**config.mk**
```make
export PLATFORM = sky130hd
export DESIGN_NAME = psas_top
export DESIGN_NICKNAME = d
export VERILOG_FILES = /design/src/rtl/psas_mem.v /design/src/rtl/psas_div.v /design/src/rtl/psas_top.v
export VERILOG_INCLUDE_DIRS = /design/src /design/src/pkg
export SDC_FILE = /design/constraint.sdc
export NUM_CORES = 2
export LEC_CHECK = 0
export ABC_AREA = 1
export BUFFER_PORTS_ARGS = -buffer_cell sky130_fd_sc_hd__buf_2
export CAP_MARGIN = 0
export CORE_ASPECT_RATIO = 1.4
export CORE_MARGIN = 2
export CORE_UTILIZATION = 36
export DETAILED_ROUTE_END_ITERATION = 12
export PLACE_DENSITY = 0.5
export SKIP_CTS_REPAIR_TIMING = 1
export SYNTH_ARGS = -nofsm -noshare
export SYNTH_HDL_FRONTEND = slang
export SYNTH_HIERARCHICAL = 1
export SYNTH_SLANG_ARGS = --single-unit
export TNS_END_PERCENT = 1
```
**constraint.sdc**
```tcl
create_clock -name pclk -period 8.92 [get_ports pclk]
set_input_delay 0.446 -clock pclk [delete_from_list [all_inputs] [get_ports pclk]]
set_output_delay 0.446 -clock pclk [all_outputs]
set_load 0.005 [all_outputs]
```
**src/pkg/psas_consts.vh**
```
`ifndef PSAS_CONSTS_VH
`define PSAS_CONSTS_VH
// register byte offsets
`define PSAS_CTRL          12'h000
`define PSAS_VFSEL         12'h004
`define PSAS_FMAX          12'h008
`define PSAS_ACC1          12'h00c
`define PSAS_DEC1          12'h010
`define PSAS_ACC2          12'h014
`define PSAS_DEC2          12'h018
`define PSAS_STATUS        12'h01c
`define PSAS_RAMPDUR       12'h020
`define PSAS_TBL_BASE      12'h100
// table word indices
`define PSAS_IX_SPEED      6'd0
`define PSAS_IX_RAMP       6'd8
`define PSAS_IX_SEQF       6'd23
`define PSAS_IX_RTIME      6'd32
`define PSAS_IX_DIR        6'd40
`define PSAS_IX_HOLE       6'd31
`define PSAS_IX_LAST       6'd47
// ctrl fields
`define PSAS_CTRL_PMODE    0
`define PSAS_CTRL_SMODE_LO 1
`define PSAS_CTRL_SMODE_HI 3
// limits, 0.01 Hz and 0.1 s units
`define PSAS_FREQ_MAX      16'd59900
`define PSAS_TIME_MAX      16'd36000
`define PSAS_RAMP_MIN      16'd1
`define PSAS_DIR_MAX       16'd2
`define PSAS_VF_PROG       4'd7
`define PSAS_VF60_FIRST    4'd4
`define PSAS_F50           16'd5000
`define PSAS_F60           16'd6000
// reset values
`define PSAS_RST_ACC       16'd100
`define PSAS_RST_FMAX      16'd6000
// direction codes
`define PSAS_DIR_STOP      2'd0
`define PSAS_DIR_FWD       2'd1
`define PSAS_DIR_REV       2'd2
// timing
`define PSAS_CLK_NS        20
`define PSAS_TICK_NS       100000000
`endif

```
**src/rtl/psas_mem.v**
```verilog
`timescale 1ns/1ps
// setting table: one write port, two registered read ports
module psas_mem #(
	parameter DW = 16,
	parameter AW = 6
) (
	input  wire          pclk,
	input  wire          presetn,
	input  wire          we,
	input  wire [AW-1:0] waddr,
	input  wire [DW-1:0] wdata,
	input  wire [AW-1:0] ra_addr,
	output reg  [DW-1:0] ra_data,
	input  wire [AW-1:0] rb_addr,
	output reg  [DW-1:0] rb_data
);
	reg [DW-1:0] mem [0:(1<<AW)-1];
	integer i;

	// reset clears every entry so no step or preset starts undefined
	always @(posedge pclk or negedge presetn) begin
		if (!presetn) begin
			for (i = 0; i < (1<<AW); i = i + 1)
				mem[i] <= {DW{1'b0}};
			ra_data <= {DW{1'b0}};
			rb_data <= {DW{1'b0}};
		end else begin
			if (we)
				mem[waddr] <= wdata;
			ra_data <= mem[ra_addr];
			rb_data <= mem[rb_addr];
		end
	end
endmodule

```
**src/rtl/psas_div.v**
```verilog
`timescale 1ns/1ps
// restoring divider, one quotient bit per clock, saturating result
module psas_div #(
	parameter NW = 32,
	parameter DW = 16
) (
	input  wire          pclk,
	input  wire          presetn,
	input  wire          start,
	input  wire [NW-1:0] num,
	input  wire [DW-1:0] den,
	output reg           busy,
	output reg           done,
	output reg  [DW-1:0] quo
);
	reg [NW-1:0] q_q;
	reg [DW:0]   rem_q;
	reg [DW-1:0] den_q;
	reg [5:0]    cnt_q;
	reg          last_q;
	wire [DW:0]  trial;

	assign trial = {rem_q[DW-1:0], q_q[NW-1]} - {1'b0, den_q};

	always @(posedge pclk or negedge presetn) begin
		if (!presetn) begin
			q_q   <= {NW{1'b0}};
			rem_q <= {(DW+1){1'b0}};
			den_q <= {DW{1'b0}};
			cnt_q <= 6'h00;
			last_q <= 1'b0;
			busy  <= 1'b0;
			done  <= 1'b0;
			quo   <= {DW{1'b0}};
		end else begin
			done   <= 1'b0;
			last_q <= 1'b0;
			if (start) begin
				q_q   <= num;
				rem_q <= {(DW+1){1'b0}};
				den_q <= den;
				cnt_q <= NW[5:0];
				busy  <= 1'b1;
			end else if (busy) begin
				if (!trial[DW]) begin
					rem_q <= trial;
					q_q   <= {q_q[NW-2:0], 1'b1};
				end else begin
					rem_q <= {rem_q[DW-1:0], q_q[NW-1]};
					q_q   <= {q_q[NW-2:0], 1'b0};
				end
				cnt_q <= cnt_q - 6'h01;
				if (cnt_q == 6'h01) begin
					busy   <= 1'b0;
					last_q <= 1'b1;
				end
			end else if (last_q) begin
				// zero divisor or overflow gives the longest duration
				if (den_q == {DW{1'b0}} || q_q[NW-1:DW] != {(NW-DW){1'b0}})
					quo <= {DW{1'b1}};
				else
					quo <= q_q[DW-1:0];
				// done rises with quo on the same edge so the reader never takes the old quotient
				done <= 1'b1;
			end
		end
	end
endmodule

```
**src/rtl/psas_top.v**
```verilog
// The APB interface to the registers and the placing of the registers are this design's own decisions.
`timescale 1ns/1ps
`include "psas_consts.vh"
// Function
// - preset mode 0 shares global ramps, 1 gives each preset its own pair
// - eight preset speeds 0.00 to 599.00 Hz; preset 0 is keypad frequency
// - sixteen preset ramp times, each 0.1 to 3600.0 s
// - common mode uses selected global pair 1 or 2 for every preset
// - individual mode uses the target preset's own accel or decel time
// - ramp duration equals time times frequency change over maximum frequency
// - maximum is programmable value for pattern 7, else 50 or 60 Hz
// - mode 0 off; 1,4 single; 2,5 periodic; 3,6 hold final step
// - restart: modes 1-3 resume unfinished step, modes 4-6 restart at the lowest step with a nonzero running time
// - steps 1-7 use own frequency command; step 0 uses keypad frequency
// - each step has a running time 0.00 to 3600.0 s
// - each step has direction: 0 stop, 1 forward, 2 reverse
// - while sequencing, ramps use the selected global pair
module psas_top #(
	parameter TICK_CYC = `PSAS_TICK_NS / `PSAS_CLK_NS
) (
	input  wire        pclk,
	input  wire        presetn,
	input  wire        psel,
	input  wire        penable,
	input  wire        pwrite,
	input  wire [11:0] paddr,
	input  wire [31:0] pwdata,
	output reg  [31:0] prdata,
	output reg         pready,
	output reg         pslverr,
	input  wire        run_switch,
	input  wire        reverse_sel,
	input  wire [2:0]  speed_sel,
	input  wire        ramp_pair2_sel,
	input  wire        seq_enable,
	output reg  [15:0] freq_cmd,
	output reg         run_cmd,
	output reg         fwd_cmd,
	output reg         rev_cmd,
	output reg  [15:0] ramp_time,
	output reg         ramp_accel,
	output reg  [15:0] ramp_dur,
	output reg         seq_busy,
	output reg  [2:0]  seq_step
);
	localparam S_IDLE = 2'd0;
	localparam S_RUN  = 2'd1;
	localparam S_HOLD = 2'd2;
	localparam S_DONE = 2'd3;

	reg         pmode_q;
	reg  [2:0]  smode_q;
	reg  [3:0]  vf_q;
	reg  [15:0] fmax_q, acc1_q, dec1_q, acc2_q, dec2_q;
	reg  [1:0]  st_q;
	reg  [2:0]  step_q;
	reg  [15:0] elap_q;
	reg  [31:0] tick_q;
	reg         resume_q, go_d1_q;
	reg  [7:0]  nz_q;
	reg  [2:0]  ph_q, ph1_q, rr_q, rr1_q, sel_q;
	reg  [15:0] spd_q, sfrq_q, stime_q, pacc_q, pdec_q;
	reg  [1:0]  sdir_q;
	reg  [5:0]  rb_addr;
	reg  [15:0] tgt, rt_sel, dlt, fmax_eff, wval;
	reg  [1:0]  dir_now;
	reg         run_now;
	reg  [31:0] rd_d;
	reg         map_ok;
	reg  [3:0]  nfirst, nnext;
	wire [15:0] ra_data, rb_data, div_q;
	wire        div_done;
	wire [5:0]  tix = paddr[7:2];
	wire        in_tbl = paddr[11:8] == `PSAS_TBL_BASE >> 8 && tix <= `PSAS_IX_LAST
	                     && tix != `PSAS_IX_HOLE;
	wire        acc_ph = psel & penable;
	wire        wr_go = acc_ph & pwrite & pready;
	wire        seq_go = smode_q != 3'd0 && seq_enable && run_switch;
	wire        seq_on = seq_go && (st_q == S_RUN || st_q == S_HOLD);
	wire        tick = tick_q == TICK_CYC - 1;
	wire        resumable = smode_q <= 3'd3;
	wire [15:0] trun = elap_q + 16'd1;

	// lowest enabled step above s; bit 3 set when none remains
	function [3:0] nxt;
		input [2:0] s;
		input [7:0] m;
		integer k;
		begin
			nxt = 4'h8;
			for (k = 7; k >= 0; k = k - 1)
				if (k > s && m[k])
					nxt = k[3:0];
		end
	endfunction

	psas_mem #(.DW(16), .AW(6)) u_mem (
		.pclk    (pclk),
		.presetn (presetn),
		.we      (wr_go & in_tbl),
		.waddr   (tix),
		.wdata   (wval),
		.ra_addr (tix),
		.ra_data (ra_data),
		.rb_addr (rb_addr),
		.rb_data (rb_data)
	);

	// clamp written table values to their ranges
	always @* begin
		wval = pwdata[15:0];
		if (pwdata[31:16] != 16'h0000)
			wval = 16'hffff;
		if (tix < `PSAS_IX_RAMP || (tix > `PSAS_IX_SEQF && tix < `PSAS_IX_RTIME)) begin
			if (wval > `PSAS_FREQ_MAX)
				wval = `PSAS_FREQ_MAX;
		end else if (tix < `PSAS_IX_SEQF + 6'd1) begin
			if (wval > `PSAS_TIME_MAX)
				wval = `PSAS_TIME_MAX;
			else if (wval < `PSAS_RAMP_MIN)
				wval = `PSAS_RAMP_MIN;
		end else if (tix < `PSAS_IX_DIR) begin
			if (wval > `PSAS_TIME_MAX)
				wval = `PSAS_TIME_MAX;
		end else if (wval > `PSAS_DIR_MAX) begin
			wval = `PSAS_DIR_MAX;
		end
	end

	// apb read decode; data comes one cycle into the access phase
	always @* begin
		rd_d   = 32'h0000_0000;
		map_ok = 1'b1;
		if (in_tbl)
			rd_d = {16'h0000, ra_data};
		else if (paddr == `PSAS_CTRL)
			rd_d = {28'h0000000, smode_q, pmode_q};
		else if (paddr == `PSAS_VFSEL)
			rd_d = {28'h0000000, vf_q};
		else if (paddr == `PSAS_FMAX)
			rd_d = {16'h0000, fmax_q};
		else if (paddr == `PSAS_ACC1)
			rd_d = {16'h0000, acc1_q};
		else if (paddr == `PSAS_DEC1)
			rd_d = {16'h0000, dec1_q};
		else if (paddr == `PSAS_ACC2)
			rd_d = {16'h0000, acc2_q};
		else if (paddr == `PSAS_DEC2)
			rd_d = {16'h0000, dec2_q};
		else if (paddr == `PSAS_STATUS)
			rd_d = {24'h000000, nz_q == 8'h00, resume_q, st_q, step_q, seq_busy};
		else if (paddr == `PSAS_RAMPDUR)
			rd_d = {16'h0000, ramp_dur};
		else
			map_ok = 1'b0;
	end

	always @(posedge pclk or negedge presetn) begin
		if (!presetn) begin
			prdata  <= 32'h0000_0000;
			pready  <= 1'b0;
			pslverr <= 1'b0;
			pmode_q <= 1'b0;
			smode_q <= 3'd0;
			vf_q    <= 4'h0;
			fmax_q  <= `PSAS_RST_FMAX;
			acc1_q  <= `PSAS_RST_ACC;
			dec1_q  <= `PSAS_RST_ACC;
			acc2_q  <= `PSAS_RST_ACC;
			dec2_q  <= `PSAS_RST_ACC;
		end else begin
			pready  <= acc_ph & ~pready;
			pslverr <= acc_ph & ~pready & ~map_ok;
			// an unmapped access of either direction reads back zero
			if (acc_ph & ~pready & (~pwrite | ~map_ok))
				prdata <= rd_d;
			if (wr_go) begin
				if (paddr == `PSAS_CTRL) begin
					pmode_q <= pwdata[`PSAS_CTRL_PMODE];
					smode_q <= pwdata[`PSAS_CTRL_SMODE_HI:`PSAS_CTRL_SMODE_LO] > 3'd6 ?
					           3'd6 : pwdata[`PSAS_CTRL_SMODE_HI:`PSAS_CTRL_SMODE_LO];
				end else if (paddr == `PSAS_VFSEL)
					vf_q <= pwdata[3:0];
				else if (paddr == `PSAS_FMAX)
					fmax_q <= pwdata[15:0];
				else if (paddr == `PSAS_ACC1)
					acc1_q <= pwdata[15:0];
				else if (paddr == `PSAS_DEC1)
					dec1_q <= pwdata[15:0];
				else if (paddr == `PSAS_ACC2)
					acc2_q <= pwdata[15:0];
				else if (paddr == `PSAS_DEC2)
					dec2_q <= pwdata[15:0];
			end
		end
	end

	// round-robin fetch of the settings the control logic needs
	// a preset's ramps come before its speed, so a new target never uses stale times
	always @* begin
		case (ph_q)
		3'd0: rb_addr = `PSAS_IX_RAMP + {2'd0, sel_q, 1'b0};
		3'd1: rb_addr = `PSAS_IX_RAMP + {2'd0, sel_q, 1'b1};
		3'd2: rb_addr = {3'd0, sel_q};
		3'd3: rb_addr = step_q == 3'd0 ? 6'd0 : `PSAS_IX_SEQF + {3'd0, step_q};
		3'd4: rb_addr = `PSAS_IX_RTIME + {3'd0, step_q};
		3'd5: rb_addr = `PSAS_IX_DIR + {3'd0, step_q};
		default: rb_addr = `PSAS_IX_RTIME + {3'd0, rr_q};
		endcase
	end

	always @(posedge pclk or negedge presetn) begin
		if (!presetn) begin
			ph_q    <= 3'd0;
			ph1_q   <= 3'd7;
			rr_q    <= 3'd0;
			rr1_q   <= 3'd0;
			sel_q   <= 3'd0;
			nz_q    <= 8'h00;
			spd_q   <= 16'h0000;
			sfrq_q  <= 16'h0000;
			stime_q <= 16'h0000;
			sdir_q  <= `PSAS_DIR_STOP;
			pacc_q  <= `PSAS_RST_ACC;
			pdec_q  <= `PSAS_RST_ACC;
		end else begin
			ph_q  <= ph_q == 3'd6 ? 3'd0 : ph_q + 3'd1;
			ph1_q <= ph_q;
			rr1_q <= rr_q;
			if (ph_q == 3'd6) begin
				rr_q  <= rr_q + 3'd1;
				sel_q <= speed_sel;
			end
			// cleared table entries must not give a zero ramp time
			case (ph1_q)
			3'd0: pacc_q  <= rb_data < `PSAS_RAMP_MIN ? `PSAS_RAMP_MIN : rb_data;
			3'd1: pdec_q  <= rb_data < `PSAS_RAMP_MIN ? `PSAS_RAMP_MIN : rb_data;
			3'd2: spd_q   <= rb_data;
			3'd3: sfrq_q  <= rb_data;
			3'd4: stime_q <= rb_data;
			3'd5: sdir_q  <= rb_data[1:0];
			3'd6: nz_q[rr1_q] <= rb_data != 16'h0000;
			default: nz_q <= nz_q;
			endcase
		end
	end

	always @* begin
		nfirst = nz_q[0] ? 4'h0 : nxt(3'd0, nz_q);
		nnext  = nxt(step_q, nz_q);
	end

	// sequencer
	always @(posedge pclk or negedge presetn) begin
		if (!presetn) begin
			st_q     <= S_IDLE;
			step_q   <= 3'd0;
			elap_q   <= 16'h0000;
			tick_q   <= 32'h0000_0000;
			resume_q <= 1'b0;
			go_d1_q  <= 1'b0;
		end else begin
			go_d1_q <= seq_go;
			tick_q  <= (tick || st_q != S_RUN) ? 32'h0000_0000 : tick_q + 32'h0000_0001;
			case (st_q)
			S_IDLE: begin
				if (seq_go && !go_d1_q) begin
					if (!(resumable && resume_q)) begin
						step_q <= nfirst[2:0];
						elap_q <= 16'h0000;
					end
					resume_q <= 1'b0;
					st_q     <= nfirst[3] ? S_DONE : S_RUN;
				end
			end
			S_RUN: begin
				if (!seq_go) begin
					resume_q <= 1'b1;
					st_q     <= S_IDLE;
				end else if (tick) begin
					if (trun < stime_q) begin
						elap_q <= trun;
					end else begin
						elap_q <= 16'h0000;
						if (!nnext[3])
							step_q <= nnext[2:0];
						else if (smode_q == 3'd2 || smode_q == 3'd5)
							step_q <= nfirst[2:0];
						else if (smode_q == 3'd3 || smode_q == 3'd6)
							st_q <= S_HOLD;
						else
							st_q <= S_DONE;
					end
				end
			end
			default: begin
				// finished cycle: next run always begins fresh
				if (!seq_go) begin
					resume_q <= 1'b0;
					st_q     <= S_IDLE;
				end
			end
			endcase
		end
	end

	// command selection
	always @* begin
		if (seq_on) begin
			tgt     = sfrq_q;
			dir_now = sdir_q;
			run_now = sdir_q != `PSAS_DIR_STOP;
		end else if (seq_go || (smode_q != 3'd0 && seq_enable)) begin
			tgt     = freq_cmd;
			dir_now = `PSAS_DIR_STOP;
			run_now = 1'b0;
		end else begin
			tgt     = spd_q;
			dir_now = reverse_sel ? `PSAS_DIR_REV : `PSAS_DIR_FWD;
			run_now = run_switch;
		end
		if (!pmode_q || seq_on)
			rt_sel = tgt > freq_cmd ? (ramp_pair2_sel ? acc2_q : acc1_q) :
			         (ramp_pair2_sel ? dec2_q : dec1_q);
		else
			rt_sel = tgt > freq_cmd ? pacc_q : pdec_q;
		dlt = tgt > freq_cmd ? tgt - freq_cmd : freq_cmd - tgt;
		if (vf_q == `PSAS_VF_PROG)
			fmax_eff = fmax_q;
		else
			fmax_eff = vf_q < `PSAS_VF60_FIRST ? `PSAS_F50 : `PSAS_F60;
	end

	psas_div #(.NW(32), .DW(16)) u_div (
		.pclk    (pclk),
		.presetn (presetn),
		.start   (tgt != freq_cmd),
		.num     (rt_sel * dlt),
		.den     (fmax_eff),
		.busy    (),
		.done    (div_done),
		.quo     (div_q)
	);

	always @(posedge pclk or negedge presetn) begin
		if (!presetn) begin
			freq_cmd   <= 16'h0000;
			run_cmd    <= 1'b0;
			fwd_cmd    <= 1'b0;
			rev_cmd    <= 1'b0;
			ramp_time  <= `PSAS_RST_ACC;
			ramp_accel <= 1'b0;
			ramp_dur   <= 16'h0000;
			seq_busy   <= 1'b0;
			seq_step   <= 3'd0;
		end else begin
			if (tgt != freq_cmd) begin
				ramp_time  <= rt_sel;
				ramp_accel <= tgt > freq_cmd;
			end
			freq_cmd <= tgt;
			run_cmd  <= run_now;
			fwd_cmd  <= run_now && dir_now == `PSAS_DIR_FWD;
			rev_cmd  <= run_now && dir_now == `PSAS_DIR_REV;
			seq_busy <= seq_on;
			seq_step <= step_q;
			// duration lags the new target by the divider's latency
			if (div_done)
				ramp_dur <= div_q;
		end
	end
endmodule

```
==> Yosys cells after proc, flatten, opt, wreduce, memory -nomap -nowiden <==
Cells that the tools add are included.
{ "word_totals": {"regBits": 1483, "word_cells": 402, "out_inout_bits": 90, "inputBits": 56} }
{ "op_classes": {"n_bitwise": 21, "add_sub_neg": 14, "magnitude_cmp": 28, "mux": 123, "n_mul": 1, "n_eq_ne": 48, "n_reduce_logical": 55} }
{ "op_table": {"columns": ["cell", "n"], "rows": [
  ["bitwise mux 1024 bit", 1],
  ["2-to-1 mux 16 bit", 43],
  ["binary-select mux 16 bit (select 6 bit)", 2],
  ["demux 16 bit (select 6 bit)", 1],
  ["2-to-1 mux 32 bit", 3],
  ["2-to-1 mux 4 bit", 15],
  ["== test 12 x 5 -> 1 bit, second input constant", 4],
  ["nonzero test 16 bit", 3],
  ["one-hot mux 6 bit (6 select lines)", 1],
  ["adder 32 x 1 -> 32 bit, second input constant", 1],
  ["== test 32 x 23 -> 1 bit, second input constant", 1],
  ["greater-than comparator 16 bit, second input constant", 2],
  ["less-than comparator 16 x 1 -> 1 bit, second input constant", 2],
  ["multiplier 16 x 16 -> 32 bit", 1],
  ["one-hot mux 16 bit (2 select lines)", 1],
  ["subtractor 16 bit", 2],
  ["2-to-1 mux 1 bit", 27],
  ["2-to-1 mux 3 bit", 9],
  ["== test 12 x 4 -> 1 bit, second input constant", 2],
  ["== test 3 bit, second input constant", 8],
  ["2-to-1 mux 2 bit", 11],
  ["logical AND 1 bit", 19],
  ["adder 6 x 3 -> 6 bit, first input constant", 3],
  ["== test 3 x 2 -> 1 bit, second input constant", 6],
  ["other kinds (66)", 122]
]} }

==> Depth between registers and ports, before layout <==
{ "logic_depth": {"word_depth": 14, "ltp_mapped": 49, "ltp_nobuf": 45} }

==> Cells and area by module <==
The synthesis kept the hierarchy.
{ "modules_own_cells": {"columns": ["mod", "instances", "cells_each", "area_per_inst_um2"], "rows": [
  ["psas_mem", 1, 8286, 57119.8],
  ["psas_top", 1, 3597, 27302.4],
  ["psas_div", 1, 665, 5147.4]
]} }

==> Worst setup path before layout <==
No wires, ideal clock.
{ "synth_path": {"path_type": "input -> register", "start": "in seq_enable", "end": "reg u_div.q_q[22]", "cell_stages": 43, "setup_slack_ps": 762, "arrival_time_ps": 8015, "n_path_buf": 3, "setup_ps": 142, "required_time_ps": 8778, "cell_sequence": "inv_1 a31oi_4 nand2_2 inv_2 nand2_2 clkbuf_1 o21ai_0 inv_1 ha_1 fa_1 o21ai_2 a21oi_2 o21ai_2 nand2_1 nand2_2 nand2_4 buf_4 nand2_1 (+7 left out) inv_1 fa_1 fa_1 inv_1 fa_1 inv_1 ha_1 a21oi_1 inv_1 a31oi_1 a21boi_0 o21bai_1 nand2_1 nand2_1 nand2_1 nand2_1 nand2_1 o221ai_1"} }
{ "synth_via": {"elab_chain_cells": 10, "elab_cells_between_ends": 18, "cone_classes": "add/sub: 2; mul: 1; order compare: 1; eq/ne: 1; mux: 7; reduce/logical: 6"} }
{ "synth_lines": {"columns": ["item", "line", "text"], "rows": [
  ["start, declared", "psas_top.v:35", "input wire seq_enable,"],
  ["logical AND 1 bit (*) (2 in series)", "psas_top.v:78", "wire seq_go = smode_q != 3'd0 && seq_enable && run_switch;"],
  ["net seq_go", "psas_top.v:78", null],
  ["logical OR 1 bit", "psas_top.v:313", "end else if (seq_go || (smode_q != 3'd0 && seq_enable)) begin"],
  ["2-to-1 mux 16 bit", "psas_top.v:313", null],
  ["2-to-1 mux 16 bit (*)", "psas_top.v:309", "if (seq_on) begin"],
  ["net tgt[0]", "psas_top.v:65", "reg [15:0] tgt, rt_sel, dlt, fmax_eff, wval;"],
  ["greater-than comparator 16 bit", "psas_top.v:323, psas_top.v:326, psas_top.v:327", null],
  ["2-to-1 mux 16 bit, on equally long branches", "psas_top.v:326, psas_top.v:323", null],
  ["2-to-1 mux 16 bit", "psas_top.v:322", "if (!pmode_q || seq_on)"],
  ["multiplier 16 x 16 -> 32 bit", "psas_top.v:338", ".num (rt_sel * dlt),"],
  ["2-to-1 mux 32 bit", "psas_div.v:38", "if (start) begin"],
  ["end signal, assigned", "psas_div.v:39", "q_q <= num;"],
  ["end signal, assigned", "psas_div.v:47", "q_q <= {q_q[NW-2:0], 1'b1};"],
  ["end signal, assigned", "psas_div.v:50", "q_q <= {q_q[NW-2:0], 1'b0};"],
  ["end, declared", "psas_div.v:16", "reg [NW-1:0] q_q;"]
]} }
The timed path passes the listed nets; every way through them passes the cells marked *.
A chain may end at the register's enable or synchronous reset.

==> Final worst setup path <==
{ "layout_path": {"start": "reg smode_q[2]", "end": "reg u_div.q_q[26]"} }
{ "layout_via": {"elab_chain_cells": 11, "elab_cells_between_ends": 19, "cone_classes": "add/sub: 2; mul: 1; order compare: 1; eq/ne: 1; mux: 7; reduce/logical: 7"} }
{ "layout_lines": {"columns": ["item", "line", "text"], "rows": [
  ["start, declared", "psas_top.v:52", "reg [2:0] smode_q;"],
  ["start signal, assigned", "psas_top.v:180", "smode_q <= pwdata[`PSAS_CTRL_SMODE_HI:`PSAS_CTRL_SMODE_LO] > 3'd6 ?"],
  ["nonzero test 3 bit (*)", "psas_top.v:78, psas_top.v:313", null],
  ["logical AND 1 bit (*)", "psas_top.v:78, psas_top.v:313", null],
  ["logical AND 1 bit", "psas_top.v:78", null],
  ["logical OR 1 bit", "psas_top.v:313", null],
  ["2-to-1 mux 16 bit", "psas_top.v:313", null],
  ["2-to-1 mux 16 bit (*)", "psas_top.v:309", null],
  ["net tgt[0]", "psas_top.v:65", null],
  ["greater-than comparator 16 bit", "psas_top.v:323, psas_top.v:326, psas_top.v:327", null],
  ["2-to-1 mux 16 bit, on equally long branches", "psas_top.v:326, psas_top.v:323", null],
  ["2-to-1 mux 16 bit", "psas_top.v:322", null],
  ["multiplier 16 x 16 -> 32 bit", "psas_top.v:338", null],
  ["2-to-1 mux 32 bit", "psas_div.v:38", null]
]} }
Marked as above.

==> flow_metrics.env <==
export IMPL_syn_avg_cell_area_um2=7.138
export IMPL_die_h_um=594.2
export IMPL_port_buffers=129
export IMPL_synth_top_area_share_pct=40.12
export IMPL_status="complete, no violations"
export IMPL_worst_path_buf_inv=12
export IMPL_drt_wl_total_mm=367.6
export IMPL_arrival_ns=9.23
export IMPL_ys_seq_area_share_pct=41.03
export IMPL_path_class="reg -> reg"
export IMPL_worst_slew_pin_slew_ns=1.197
export IMPL_synth_ff_type="dfrtp_1"
export IMPL_top_register="u_mem/mem"
export IMPL_finalNetCount=12870
export IMPL_relSlewSlack_pct=20.01
export IMPL_multi_input_area_um2=46590
export IMPL_postRouteAntennaNets=0
export IMPL_skew_ns=0.05220
export IMPL_yosys_top_cells_area="dfrtp_1, nand2_1, nand3_1, o21ai_0, fa_1"
export IMPL_synth_most_common_cell="nand2_1"
export IMPL_drive_gt1_share_pct=8.464
export IMPL_clk_pin_slew_worst_paths_ns=0.06
export IMPL_area_growth_pct=12.24
export IMPL_core_um2=247300
export IMPL_grt_pass1_vias=85260
export IMPL_setup_tns_ns=0
export IMPL_cp_end_kind="register"
export IMPL_netlist_top_cells_count="nand2_1, nand3_1, dfrtp_1, o21ai_0, inv_1"
export IMPL_syn_area_um2=89570
export IMPL_synth_warnings=6
export IMPL_powerDensity_nw_per_um2=412.9
export IMPL_rsz0062_at_grt="yes"
export IMPL_r2r_start="smode_q[2]"
export IMPL_grt_max_degree=173
export IMPL_dpl_cell_area_um2=94800
export IMPL_numCtsBuffers=171
export IMPL_finalHoldViolations=0
export IMPL_wl_per_cell_um=23.21
export IMPL_whs_ns=0.003895
export IMPL_synth_top_area_cell="dfrtp_1"
export IMPL_drt_vias_per_instance=5.476
export IMPL_route_vias_total=86720
export IMPL_gr_total_overflow=0
export IMPL_dr_pass1_iters=7
export IMPL_synth_edf_count=0
export IMPL_initial_core_util_pct=36.22
export IMPL_stdcell_area_um2=100500
export IMPL_die_area_um2=252900
export IMPL_regArea_um2=36750
export IMPL_period_minus_slack_ns=8.545
export IMPL_top_regs="u_mem/mem (1024), tick_q (32), u_div/q_q (32)"
export IMPL_crit_path_max_incr_delay_ns=0.60
export IMPL_setup_viol=0
export IMPL_ctsHtreeMaxLevel=4
export IMPL_io_pins=146
export IMPL_hp_class="in -> reg"
export IMPL_post_place_ws_ns=-0.2200
export IMPL_final_max_slew_viol_count=0
export IMPL_drv_cap=0
export IMPL_ir_worst_vdd_uv=936.3
export IMPL_first_iter_violations=8931
export IMPL_ys_ff_latch=1467
export IMPL_crit_start="smode_q[2]"
export IMPL_grt_total_usage_pct=28.50
export IMPL_post_dp_hpwl_mm=234.6
export IMPL_drc=0
export IMPL_path_delay_family="adder cells"
export IMPL_clock_sinks=1467
export IMPL_worst_slack_ns=0.3747
export IMPL_antenna_found_initial=8
export IMPL_finalCritPeriodShare_pct=95.80
export IMPL_p_leak_nw=46.60
export IMPL_fill_cells=25730
export IMPL_synthesis_instances=12550
export IMPL_slowest_stage="fa_1"
export IMPL_postSynth_asyncResetShare_pct=100.0
export IMPL_ctsRootBufferMaster="clkbuf_16"
export IMPL_power_w=0.04151
export IMPL_max_clock_path_buffers=4
export IMPL_cts_tree="done"
export IMPL_hold_path_startpoint="pwdata[1]"
export IMPL_clock_latency_ns=0.89
export IMPL_critPathRequiredTime_ns=9.60
export IMPL_routabilityCongestion=0.9311
export IMPL_die_w_um=425.6
export IMPL_rows=216
export IMPL_grt_pass1_wl_mm=548.8
export IMPL_cp_start_kind="register"
export IMPL_yosysUniqueCellTypes=67
export IMPL_largest_reg_flops=1024
export IMPL_worst_path_max_fanout=9
export IMPL_clock_fmax_mhz=117.0
[power by group]
group | total, W | internal (W) | leakage [nW] | switching [W]
sequential | 0.00729 | 0.00709 | 20.1 | 0.000197
combinational | 0.0272 | 0.0117 | 23.9 | 0.0155
clock | 0.00706 | 0.00406 | 2.66 | 0.00300
[per-layer routing]
layer,track usage [%],wire (um)
met2,48.27,178300
met3,3.229,22750
met5,0,13
met1,34.86,142400
met4,16.57,24170
[logic make-up (layout without fill, tap and decap cells)]
kind of cell	Yosys count	after routing	synth area share [%]
fa+ha+maj	374	374	6.876
compound gates	1728	1728	10.22
other cells	1	22	0.004187
xor+xnor	77	77	0.7529
mux	7	7	0.08801
buf+inv	1673	1669	7.281
flops	1467	1467	41.03
simple gates	7221	7221	33.75
[cell usage in the layout, fill, tap and decap left out, types with 17 or more instances in the layout]
cell type  netlist  layout
nor2_2          21      30
buf_12           1      34
xor2_1          58      58
nand3_1       1921    1919
dfstp_2         31      31
inv_2           25      32
inv_1          744     731
nand2_2         37      39
xnor2_1         19      19
o21bai_1        23      23
nor4_1          22      22
nand2_1       4521    4514
dfrtp_1       1436    1436
nor2_1         533     524
buf_4           26     416
buf_2           26     124
ha_1           177     175
nand4_1         40      40
fa_1           197     197
clkbuf_16        0     173
a31oi_1         18      17
o211ai_1        24      24
o21ai_0       1199    1188
clkbuf_1       735      44
clkbuf_8         0      38
clkinv_2         0      25
o221ai_1        37      36
a21oi_1        310     299
o21ai_1         39      48
nor3_1          66      63
[path summary, 6_finish.rpt]
| check | to | slack (ns) | cells after the start |
|---|---|---|---|
| hold reg to reg | rr1_q[2] | 0.47 | 0 |
| hold / removal | smode_q[0] | 0.004 | 3 |
| setup reg to reg | u_div/q_q[26] | 0.37 | 43 |
| setup / recovery | u_div/q_q[26] | 0.37 | 43 |
| max in group asynchronous | u_mem/mem[246] | 6.48 | 4 |
| min in group asynchronous | u_div/rem_q[15] | 0.09 | 2 |
[through the flow]
| step | utilization [%] | std cells |
|---|---|---|
| finish | 40.66 | 15840 |
| global route | 40.65 | 15830 |
| CTS | 40.53 | 15820 |
| detailed placement | 38.34 | 15530 |
| global placement | 38.34 | 15530 |
| floorplan | - | 12560 |
[final cells by class]
type	instances	area share, %
Multi-Input combinational cell	9423	46.34
Sequential cell	1467	36.55
Clock buffer	254	4.966
Timing Repair Buffer	591	4.605
Tap cell	3270	4.070
Inverter	788	3.024
Clock inverter	36	0.4231
Antenna cell	6	0.01493
[worst min-delay path: stages]
cell,delay (ns)
buf_2,0.16
nand3_1,0.09
o21ai_0,0.09
No activity file was read; power rests on OpenSTA's default activity.
